[src/inc/simd_state_map.svh]
// offsets, field positions, reset values and counts of the vector state save block
`ifndef SIMD_STATE_MAP_SVH
`define SIMD_STATE_MAP_SVH

`define CSR_RESET_VALUE      32'h0000_1f80
`define MASK_DEFAULT_VALUE   32'h0000_ffbf
`define MASK_STORED_DEFAULT  32'h0000_ffff
`define FP_CTRL_RESET_VALUE  16'h0000
`define FP_STAT_RESET_VALUE  16'h0000
`define FP_TAG_RESET_VALUE   16'h0000
`define FP_TAG_EMPTY_VALUE   16'hffff
`define MM_EXP_FILL_VALUE    16'hffff
`define IMAGE_LINES          6'h20
`define IMAGE_LAST_LINE      5'h1f
`define LINE_LEGACY_CTRL     5'h00
`define LINE_CSR_MASK        5'h01
`define LINE_FP_BASE         5'h02
`define LINE_VEC_BASE        5'h0a
`define LINE_VEC_LAST        5'h11
`define CSR_LSB              64
`define MASK_LSB             96
`define FP_STAT_LSB          16
`define FP_TAG_LSB           32

`endif

[src/inc/simd_state_pkg.sv]
// types shared by the vector state save block
package simd_state_pkg;

   typedef enum logic [2:0]
   {
      OP_VEC_WRITE,
      OP_MM_WRITE,
      OP_FP_WRITE,
      OP_CSR_LOAD,
      OP_MM_EMPTY,
      OP_READ_VEC,
      OP_SAVE,
      OP_RESTORE
   } op_t;

   typedef struct packed
   {
      logic         valid;
      op_t          op;
      logic [2:0]   idx;
      logic [127:0] data;
   } cmd_t;

   typedef struct packed
   {
      logic         wr;
      logic         rd;
      logic [4:0]   addr;
      logic [127:0] wdata;
   } mem_req_t;

   typedef struct packed
   {
      logic         done;
      logic         fault;
      logic         busy;
      logic [127:0] rd_data;
   } status_t;

endpackage

[src/logic/simd_state_save_and_csr_guard.sv]
// vector register state, control/status write guard and full state save/restore
`timescale 1ns/10ps
`include "simd_state_map.svh"

// Overview of operation
// - reserved-bit write faults, register stays unchanged
// - save writes vectors and csr to image
// - restore reloads vectors and csr from image
// - save/restore also carry legacy and multimedia state
// - mask goes to image bytes 28 to 31
// - zero mask means effective 0000FFBF
// - mask zero bits reserved, one bits supported
// - vector ops mix freely with legacy ops
// - reset gives csr 1F80, init keeps state
module simd_state_save_and_csr_guard
#(
   parameter logic [31:0] STORED_MASK = `MASK_STORED_DEFAULT  // supported bits mask in image
)
(
   input  wire logic                      clock,       // 10 MHz clock
   input  wire logic                      srst,        // synchronous reset, active high
   input  wire logic                      init_pin,    // initialization pin, asynchronous
   input  wire simd_state_pkg::cmd_t      cmd,         // command from the instruction stream
   input  wire logic                      mem_rvalid,  // image read data valid
   input  wire logic [127:0]              mem_rdata,   // image read data
   output simd_state_pkg::mem_req_t       mem_req,     // image memory request
   output simd_state_pkg::status_t        status,      // completion, fault, read data
   output logic [31:0]                    csr_out      // control/status register value
);

   typedef enum {ST_IDLE, ST_SAVE, ST_RD_REQ, ST_RD_WAIT} state_t;

   state_t        state_r;
   logic [4:0]    line_r;
   logic [4:0]    step_r;
   logic [127:0]  vec_r [8];
   logic [79:0]   fp_data_r [8];
   logic [15:0]   fp_ctrl_r;
   logic [15:0]   fp_stat_r;
   logic [15:0]   fp_tag_r;
   logic [31:0]   csr_r;
   logic          init_s1_r;
   logic          init_s2_r;
   logic          init_d_r;
   logic          init_evt;
   logic [31:0]   check_val;
   logic [31:0]   eff_mask;
   logic          reserved_hit;
   logic          cmd_take;

   ////////////////////////////////////////////////////////////////////////////////
   // image line layout
   function automatic logic [4:0] restore_line(input logic [4:0] step);
      // csr line is fetched first so a fault can stop the restore untouched
      if (step == 5'h00)
         restore_line = `LINE_CSR_MASK;
      else if (step == 5'h01)
         restore_line = `LINE_LEGACY_CTRL;
      else
         restore_line = step;
   endfunction

   function automatic logic [127:0] save_line(input logic [4:0] line);
      logic [127:0] d;
      d = '0;
      if (line == `LINE_LEGACY_CTRL)
      begin
         d[15:0] = fp_ctrl_r;
         d[`FP_STAT_LSB +: 16] = fp_stat_r;
         d[`FP_TAG_LSB +: 16] = fp_tag_r;
      end
      else if (line == `LINE_CSR_MASK)
      begin
         d[`CSR_LSB +: 32] = csr_r;
         d[`MASK_LSB +: 32] = STORED_MASK;
      end
      else if (line < `LINE_VEC_BASE)
         d[79:0] = fp_data_r[3'(line - `LINE_FP_BASE)];
      else if (line <= `LINE_VEC_LAST)
         d = vec_r[3'(line - `LINE_VEC_BASE)];
      save_line = d;
   endfunction

   ////////////////////////////////////////////////////////////////////////////////
   // initialization pin synchroniser
   always_ff @(posedge clock)
   begin
      if (srst)
      begin
         init_s1_r <= 1'b0;
         init_s2_r <= 1'b0;
         init_d_r  <= 1'b0;
      end
      else
      begin
         init_s1_r <= init_pin;
         init_s2_r <= init_s1_r;
         init_d_r  <= init_s2_r;
      end
   end

   assign init_evt = init_s2_r & ~init_d_r;
   assign cmd_take = cmd.valid && (state_r == ST_IDLE) && !init_evt;

   ////////////////////////////////////////////////////////////////////////////////
   // reserved-bit guard, shared by load and restore
   assign check_val = (state_r == ST_RD_WAIT) ? mem_rdata[`CSR_LSB +: 32] : cmd.data[31:0];

   csr_write_check u_check
   (
      .value        (check_val),
      .stored_mask  (STORED_MASK),
      .eff_mask     (eff_mask),
      .reserved_hit (reserved_hit)
   );

   ////////////////////////////////////////////////////////////////////////////////
   // sequencer
   always_ff @(posedge clock)
   begin
      if (srst)
      begin
         state_r <= ST_IDLE;
         line_r  <= 5'h00;
         step_r  <= 5'h00;
      end
      else if (init_evt)
         state_r <= ST_IDLE;
      else
      begin
         unique case (state_r)
            ST_IDLE:
            begin
               line_r <= 5'h00;
               step_r <= 5'h00;
               if (cmd_take && cmd.op == simd_state_pkg::OP_SAVE)
                  state_r <= ST_SAVE;
               else if (cmd_take && cmd.op == simd_state_pkg::OP_RESTORE)
                  state_r <= ST_RD_REQ;
            end
            ST_SAVE:
            begin
               line_r <= line_r + 5'h01;
               if (line_r == `IMAGE_LAST_LINE)
                  state_r <= ST_IDLE;
            end
            ST_RD_REQ:
               state_r <= ST_RD_WAIT;
            ST_RD_WAIT:
               if (mem_rvalid)
               begin
                  step_r <= step_r + 5'h01;
                  if ((step_r == 5'h00 && reserved_hit) || step_r == `LINE_VEC_LAST)
                     state_r <= ST_IDLE;
                  else
                     state_r <= ST_RD_REQ;
               end
         endcase
      end
   end

   ////////////////////////////////////////////////////////////////////////////////
   // control/status register
   always_ff @(posedge clock)
   begin
      if (srst)
         csr_r <= `CSR_RESET_VALUE;
      else if (cmd_take && cmd.op == simd_state_pkg::OP_CSR_LOAD && !reserved_hit)
         csr_r <= cmd.data[31:0];
      // an init abort drops the answer that arrives in the same cycle
      else if (state_r == ST_RD_WAIT && mem_rvalid && !init_evt && step_r == 5'h00
               && !reserved_hit)
         csr_r <= mem_rdata[`CSR_LSB +: 32];
   end

   ////////////////////////////////////////////////////////////////////////////////
   // vector registers: independent of legacy traffic, so any interleaving works
   always_ff @(posedge clock)
   begin
      if (srst)
      begin
         for (int i = 0; i < 8; i++)
            vec_r[i] <= '0;
      end
      else if (cmd_take && cmd.op == simd_state_pkg::OP_VEC_WRITE)
         vec_r[cmd.idx] <= cmd.data;
      else if (state_r == ST_RD_WAIT && mem_rvalid && !init_evt && step_r >= `LINE_VEC_BASE)
         vec_r[3'(step_r - `LINE_VEC_BASE)] <= mem_rdata;
   end

   ////////////////////////////////////////////////////////////////////////////////
   // legacy and aliased multimedia state
   always_ff @(posedge clock)
   begin
      if (srst)
      begin
         fp_ctrl_r <= `FP_CTRL_RESET_VALUE;
         fp_stat_r <= `FP_STAT_RESET_VALUE;
         fp_tag_r  <= `FP_TAG_RESET_VALUE;
         for (int i = 0; i < 8; i++)
            fp_data_r[i] <= '0;
      end
      else if (cmd_take)
      begin
         unique case (cmd.op)
            simd_state_pkg::OP_FP_WRITE:
               fp_data_r[cmd.idx] <= cmd.data[79:0];
            simd_state_pkg::OP_MM_WRITE:
            begin
               // multimedia registers alias the low 64 bits of the data registers
               fp_data_r[cmd.idx] <= {`MM_EXP_FILL_VALUE, cmd.data[63:0]};
               fp_tag_r <= 16'h0000;
            end
            simd_state_pkg::OP_MM_EMPTY:
               fp_tag_r <= `FP_TAG_EMPTY_VALUE;
            default:
               fp_tag_r <= fp_tag_r;
         endcase
      end
      else if (state_r == ST_RD_WAIT && mem_rvalid && !init_evt && step_r == 5'h01)
      begin
         fp_ctrl_r <= mem_rdata[15:0];
         fp_stat_r <= mem_rdata[`FP_STAT_LSB +: 16];
         fp_tag_r  <= mem_rdata[`FP_TAG_LSB +: 16];
      end
      else if (state_r == ST_RD_WAIT && mem_rvalid && !init_evt && step_r >= `LINE_FP_BASE
               && step_r < `LINE_VEC_BASE)
         fp_data_r[3'(step_r - `LINE_FP_BASE)] <= mem_rdata[79:0];
   end

   ////////////////////////////////////////////////////////////////////////////////
   // image memory port
   always_ff @(posedge clock)
   begin
      if (srst || init_evt)
         mem_req <= '0;
      else
      begin
         mem_req.wr    <= (state_r == ST_SAVE);
         mem_req.rd    <= (state_r == ST_RD_REQ);
         mem_req.addr  <= (state_r == ST_SAVE) ? line_r : restore_line(step_r);
         mem_req.wdata <= (state_r == ST_SAVE) ? save_line(line_r) : '0;
      end
   end

   ////////////////////////////////////////////////////////////////////////////////
   // status and read back
   always_ff @(posedge clock)
   begin
      if (srst)
      begin
         status  <= '0;
         csr_out <= `CSR_RESET_VALUE;
      end
      else
      begin
         csr_out      <= csr_r;
         status.busy  <= (state_r != ST_IDLE) || cmd_take &&
                         (cmd.op == simd_state_pkg::OP_SAVE || cmd.op == simd_state_pkg::OP_RESTORE);
         status.fault <= (cmd_take && cmd.op == simd_state_pkg::OP_CSR_LOAD && reserved_hit) ||
                         (state_r == ST_RD_WAIT && mem_rvalid && step_r == 5'h00 && reserved_hit);
         status.done  <= (cmd_take && cmd.op != simd_state_pkg::OP_SAVE &&
                          cmd.op != simd_state_pkg::OP_RESTORE) ||
                         (state_r == ST_SAVE && line_r == `IMAGE_LAST_LINE) ||
                         (state_r == ST_RD_WAIT && mem_rvalid &&
                          ((step_r == 5'h00 && reserved_hit) || step_r == `LINE_VEC_LAST));
         if (cmd_take && cmd.op == simd_state_pkg::OP_READ_VEC)
            status.rd_data <= vec_r[cmd.idx];
         else if (cmd_take && cmd.op == simd_state_pkg::OP_CSR_LOAD)
            status.rd_data <= {96'h0, eff_mask};
      end
   end

endmodule // simd_state_save_and_csr_guard

[src/logic/csr_write_check.sv]
// reserved-bit check of a value bound for the vector control/status register
`timescale 1ns/10ps
`include "simd_state_map.svh"

module csr_write_check
(
   input  wire logic [31:0] value,        // value about to be written
   input  wire logic [31:0] stored_mask,  // mask as stored in the save image
   output logic      [31:0] eff_mask,     // effective supported-bits mask
   output logic             reserved_hit  // a 1 lands on a reserved bit
);

   always_comb
   begin
      eff_mask = (stored_mask == 32'h0000_0000) ? `MASK_DEFAULT_VALUE : stored_mask;
      reserved_hit = |(value & ~eff_mask);
   end

endmodule // csr_write_check

[config.mk]
export PLATFORM = sky130hd
export DESIGN_NAME = simd_state_save_and_csr_guard
export DESIGN_NICKNAME = d
export VERILOG_FILES = /design/src/inc/simd_state_pkg.sv /design/src/logic/simd_state_save_and_csr_guard.sv /design/src/logic/csr_write_check.sv
export VERILOG_INCLUDE_DIRS = /design/src /design/src/inc
export SDC_FILE = /design/constraint.sdc
export NUM_CORES = 2
export LEC_CHECK = 0
export BUFFER_PORTS_ARGS = -buffer_cell sky130_fd_sc_hd__buf_2
export CAP_MARGIN = 0
export CORE_MARGIN = 1.5
export CORE_UTILIZATION = 45
export DETAILED_ROUTE_END_ITERATION = 8
export SLEW_MARGIN = 20
export SYNTH_ARGS = -nofsm -noshare
export SYNTH_HDL_FRONTEND = slang
export SYNTH_SLANG_ARGS = --single-unit
[constraint.sdc]
create_clock -name clock -period 7.1 [get_ports clock]
set_clock_uncertainty 0.05 [all_clocks]
set_input_delay 1.065 -clock clock [delete_from_list [all_inputs] [get_ports clock]]
set_output_delay 1.065 -clock clock [all_outputs]
set_load 0.03 [all_outputs]
* After elaboration in Yosys (flattened, before gate mapping)
Memory sizes are Yosys's and may differ from the RTL's.
Cells that the tools add are included.
** Storage, ports and cells
- Register bits :: 423
- Memory bits (writable) :: 1664
- Input bits :: 267
- Output and inout port bits :: 298
- Logic and storage cells :: 186
- Memories :: 2
** Memory list
- vec_r :: depth 8, bits a word 128, read ports 2, clocked after memory_dff 0, wr ports 8, line simd_state_save_and_csr_guard.sv:36 : logic [127:0] vec_r [8];
- fp_data_r :: depth 8, bits a word 80, read ports 1, clocked after memory_dff 0, wr ports 8, line simd_state_save_and_csr_guard.sv:37 : logic [79:0] fp_data_r [8];
** Operators by class
- Add/sub/neg operators :: 6
- Order comparisons :: 5
- Equality and inequality tests :: 23
- Muxes and demuxes :: 61
- Bitwise operators :: 7
- Reductions and logical operators :: 60
** Operators with widths (number)
- 2-to-1 mux 128 bit :: 4
- 2-to-1 mux 80 bit :: 4
- 2-to-1 mux 32 bit :: 8
- OR reduction 128 bit :: 2
- OR reduction 80 bit :: 2
- 2-to-1 mux 48 bit :: 3
- one-hot mux 32 bit (4 select lines) :: 1
- 2-to-1 mux 112 bit :: 1
- == test 32 x 2 -> 1 bit, second input constant :: 3
- == test 32 x 3 -> 1 bit, second input constant :: 2
- logical NOT 32 bit :: 2
- == test 32 x 1 -> 1 bit, second input constant :: 1
- 2-to-1 mux 16 bit :: 2
- one-hot mux 16 bit (2 select lines) :: 1
- nonzero test 32 bit :: 1
- 2-to-1 mux 1 bit :: 26
- logical AND 1 bit :: 25
- 2-to-1 mux 5 bit :: 4
- one-hot mux 5 bit (2 select lines) :: 2
- OR reduction 16 bit :: 1
- == test 3 bit, second input constant :: 4
- 2-to-1 mux 3 bit :: 4
- subtractor 3 x 2 -> 3 bit, second input constant :: 4
- adder 5 x 1 -> 5 bit, second input constant :: 2
- 26 further kinds :: 53

* Longest topological paths before layout
- Depth in word-level cells :: 13
- Depth in mapped cells :: 14
- Gate-level depth less buffers :: 8

* By module
Synthesis repeated with hierarchy kept, for this count alone.
** Second synthesis, totals
- Cell total of the unflattened synthesis :: 7376
- Area, all modules :: 97902.6 um^2
** By module, submodules not included
- simd_state_save_and_csr_guard :: instances 1, cells an instance 7280, area an instance 97417.2 um^2, seq. area each 57835.5 um^2
- csr_write_check :: instances 1, cells an instance 96, area an instance 485.5 um^2, seq. area each 0.0 um^2

* Worst setup path before layout
Ideal clock, no wire load.
- Kind :: input to register
- From :: in srst
- To :: mem vec_r[4][0], enable pin
- Arrival time :: 4746 ps
- Required time :: 5941 ps
- Path slack :: 1195 ps
- Cell stages on the path :: 8
- Cells stage by stage :: buf_2 clkinv_1 nand2_1 nor4_4 a32oi_1 clkbuf_1 buf_1 nand2_1
** RTL lines
- from (decl) :: line simd_state_save_and_csr_guard.sv:21 : input wire logic srst,
- to (decl) :: line simd_state_save_and_csr_guard.sv:36

* Final worst setup path
- From :: reg line_r[1]
- To :: reg mem_req[73] (netlist bit)
** Between the ends
- Cells in the longest elaborated chain, start to end :: 5
** Ends and longest elaborated chain
- from (decl) :: line simd_state_save_and_csr_guard.sv:34 : logic [4:0] line_r;
- from (signal assigned) :: line simd_state_save_and_csr_guard.sv:143 : line_r <= line_r + 5'h01;
- subtractor 3 x 2 -> 3 bit (no source line)
- memory (8 x 128 bit)
- 2-to-1 mux 112 bit :: line simd_state_save_and_csr_guard.sv:79 : else if (line <= `LINE_VEC_LAST)
- 2-to-1 mux 80 bit :: line simd_state_save_and_csr_guard.sv:77 : else if (line < `LINE_VEC_BASE)
- 2-to-1 mux 48 bit :: line simd_state_save_and_csr_guard.sv:72 : else if (line == `LINE_CSR_MASK)
- to (decl) :: line simd_state_save_and_csr_guard.sv:26 : output simd_state_pkg::mem_req_t mem_req,
Parallel ways exist; a longest one is shown, timed or not.
A chain may end at the register's enable or synchronous reset.

==> results.md <==
- Synth cell types: 50
- VDD IR-drop max: 0.000296 V
- Clock root cell: clkbuf_16
- Cells after Synth: 6,561
- Die Y: 457 µm
- Leading area contributor after synthesis: edfxtp_1
- Core area: 205,000 µm²
- WP data required: 7.77 ns
- Mean post-synth cell area: 14.1 µm²
- Layout cells sized above 1: 24.4%
- Clock Latency Late Sink: approximately 0.88 ns
- Crit path kind: register to register
- Multi-input logic area: 33,300 µm²
- Total power: 29.6 mW
- Initial Utilization: 45.3%
- Post-route ant nets: 0
- Warnings, synthesis: 0
- CTS clk-pin slew, worst paths: 0.06 ns
- Pin count of the biggest net entering global routing: 178
- Placed cell areas: between 90,000 and 100,000 µm²
- Port Buf Inserts: 564
- Post-synth top area share: a little over half
- Hold Vio Cnt, Final: 0
- # fillers: 17,200
- Post-CTS resize count: 0
- CTS Buffer Depth: 3
- Number of detailed-route iterations in the first pass: 6
- I/O pin total: 565
- Die W: approximately 460 µm
- Fmax: 217 MHz
- Vias: 62,400
- Setup crit end kind: register
- GRT Total Usage: 30.7%
- Ranking of synthesized cells by area: edfxtp_1 (54%), mux4_2 (16%), dfxtp_1 (8.5%)
- CP arrival: 5.29 ns
- Worst Tran Pin Value: 1.21 ns
- Slew headroom: 19.4%
- MaxCap Viol Count: 0
- Total global routing overflow: 0
- TNS Setup: 0 ns
- RSZ-0062 raised after global routing: no
- Hold Buf Count CTS: 0
- Leakage: 37.7 nW
- WHS: 0.404 ns
- Status: finished clean
- Syn-to-layout area delta: 14.1%
- Post-route DRC violation count: 0
- Hpwl dp: slightly below 200 mm
- Setup WS pre-CTS: between 2 and 2.5 ns
- Drt total wl: 327 mm
- Vias per cell: 6.35
- WL/cell: 33.2 µm
- First-pass GRT wire length: 458 mm
- Layout Cells excl Fill: 9,833
- H-tree depth: 4
- Die area: between 200,000 and 250,000 µm²
- Tmin final: 4.62 ns
- Commonest register cell after synthesis: edfxtp_1
- Period utilisation layout: 65.0%
- Util after Layout: between 50% and 60%
- Final Max Tran Viols: 0
- Post-synthesis sequential area ratio: 62.3%
- Final setup fails: 0
- Placer Congestion: 0.852
- #FFs+latches synth: 2,057
- Setup bufs post-CTS: 0
- Final worst slack: 2.48 ns
- Initial antenna violation count: 35
- Reg area: 57,800 µm²
- Worst hold-check path type: register to register
- CTS Buf Count: 218
- Nets: just over 7,000
- Sink Count: 2,057
- Asr flop ratio synth: 0%
- Vias in the first global route: 61,500
- Post-synth top cells: nor2_1 (2,011), edfxtp_1 (1,664), mux4_2 (672), mux2i_1 (558), dfxtp_1 (393)
- CTS tree: yes
- DRT iter0 DRCs: 8,324
- Max FO, Critical Path: 54
- Rows: 166
- EDFF count, synth: 1,664
- Critical path startpoint category: register
- Cell area power density: about 280 nW/µm²
- Synth Net Count: between 6,000 and 7,000
- Dpl cells: roughly 9,400
- Synthesized cell area: between 90,000 and 100,000 µm²
- Cell area after layout: ~110,000 µm²
- Count leader, synth: nor2_1
-- registers in the layout, indices dropped and copies added, names as in the netlist --
name / count
csr_r: 32
step_r: 5
init_s1_r: 1
fp_data_r: 640
csr_out: 32
fp_ctrl_r: 16
fp_stat_r: 16
vec_r: 1024
line_r: 5
state_r: 2
fp_tag_r: 16
init_d_r: 1
mem_req: 135
status: 131
init_s2_r: 1
-- metal layers --
layer | global-route usage, % | wire length, µm | part of all wire (%)
met4 | 15.1 | 17500 | 5.4
met2 | 49.3 | 154000 | 47
met1 | 40.3 | 122000 | 37
met3 | 5.87 | 33000 | 10
met5 | 0 | 126 | 0.039
-- cell usage in the layout, fill, tap and decap left out, types with 19 or more instances in the layout --
cell type / netlist / layout
a22o_1: 48 / 48
o22ai_1: 64 / 64
a31oi_1: 113 / 113
clkbuf_8: 0 / 31
clkinv_1: 1 / 33
buf_12: 0 / 27
a21oi_1: 59 / 59
o2bb2ai_1: 26 / 26
clkbuf_16: 0 / 227
nor2b_1: 35 / 35
nor3_1: 45 / 42
buf_2: 84 / 560
mux4_2: 672 / 672
dfxtp_1: 393 / 391
edfxtp_1: 1664 / 1664
nand2_1: 114 / 97
a211oi_1: 19 / 19
buf_4: 13 / 91
nor2_1: 2011 / 2010
clkbuf_1: 378 / 69
o21ai_0: 48 / 48
clkinv_2: 0 / 24
mux2i_1: 558 / 550
-- cell families (layout without fill, tap and decap cells) --
| logic type | after synthesis | count (layout) | synth area share [%] |
|---|---|---|---|
| other cells | 0 | 16 | 0 |
| compound gates | 449 | 449 | 3.28 |
| fa+ha+maj | 18 | 18 | 0.243 |
| xor+xnor | 6 | 6 | 0.0566 |
| flops | 2057 | 2057 | 62.3 |
| simple gates | 2251 | 2251 | 9.40 |
| buf+inv | 550 | 1118 | 2.39 |
| mux | 1230 | 1230 | 22.3 |
-- final timing paths --
path                  from            end  slack (ns)  cells after the start
max reg2reg      line_r[1]    mem_req[73]        2.48                      8
min reg2reg  fp_stat_r[14]  fp_stat_r[14]        0.40                      2
max              line_r[1]    mem_req[73]        2.48                      8
min          fp_stat_r[14]  fp_stat_r[14]        0.40                      2
-- worst max-delay path: stages (launching register included) --
cell and delay [ns]:
dfxtp_4 1.03, inv_1 0.27, ha_1 0.30, a22oi_1 0.19, o22a_4 0.77, buf_4 0.77, o221ai_1 0.64, o21ai_0 0.28
nor2_1 0.06
-- cell type report --
cell class                 count  share of cell area, %
sequential                  2057                   54.6
multi-input combinational   3954                   31.4
clock buffer                 329                   6.02
timing repair buffer         683                   3.87
tap                         2688                   3.18
clock inverter                88                  0.816
inverter                      18                 0.0638
antenna                       16                 0.0378
-- where the power goes --
| part | switching, mW | internal, mW |
|---|---|---|
| Clock | 4.89 | 6.67 |
| Sequential | 0.270 | 13.4 |
| Combinational | 2.57 | 1.76 |
| Total | 7.72 | 21.9 |
No activity file was read; power rests on OpenSTA's default activity.
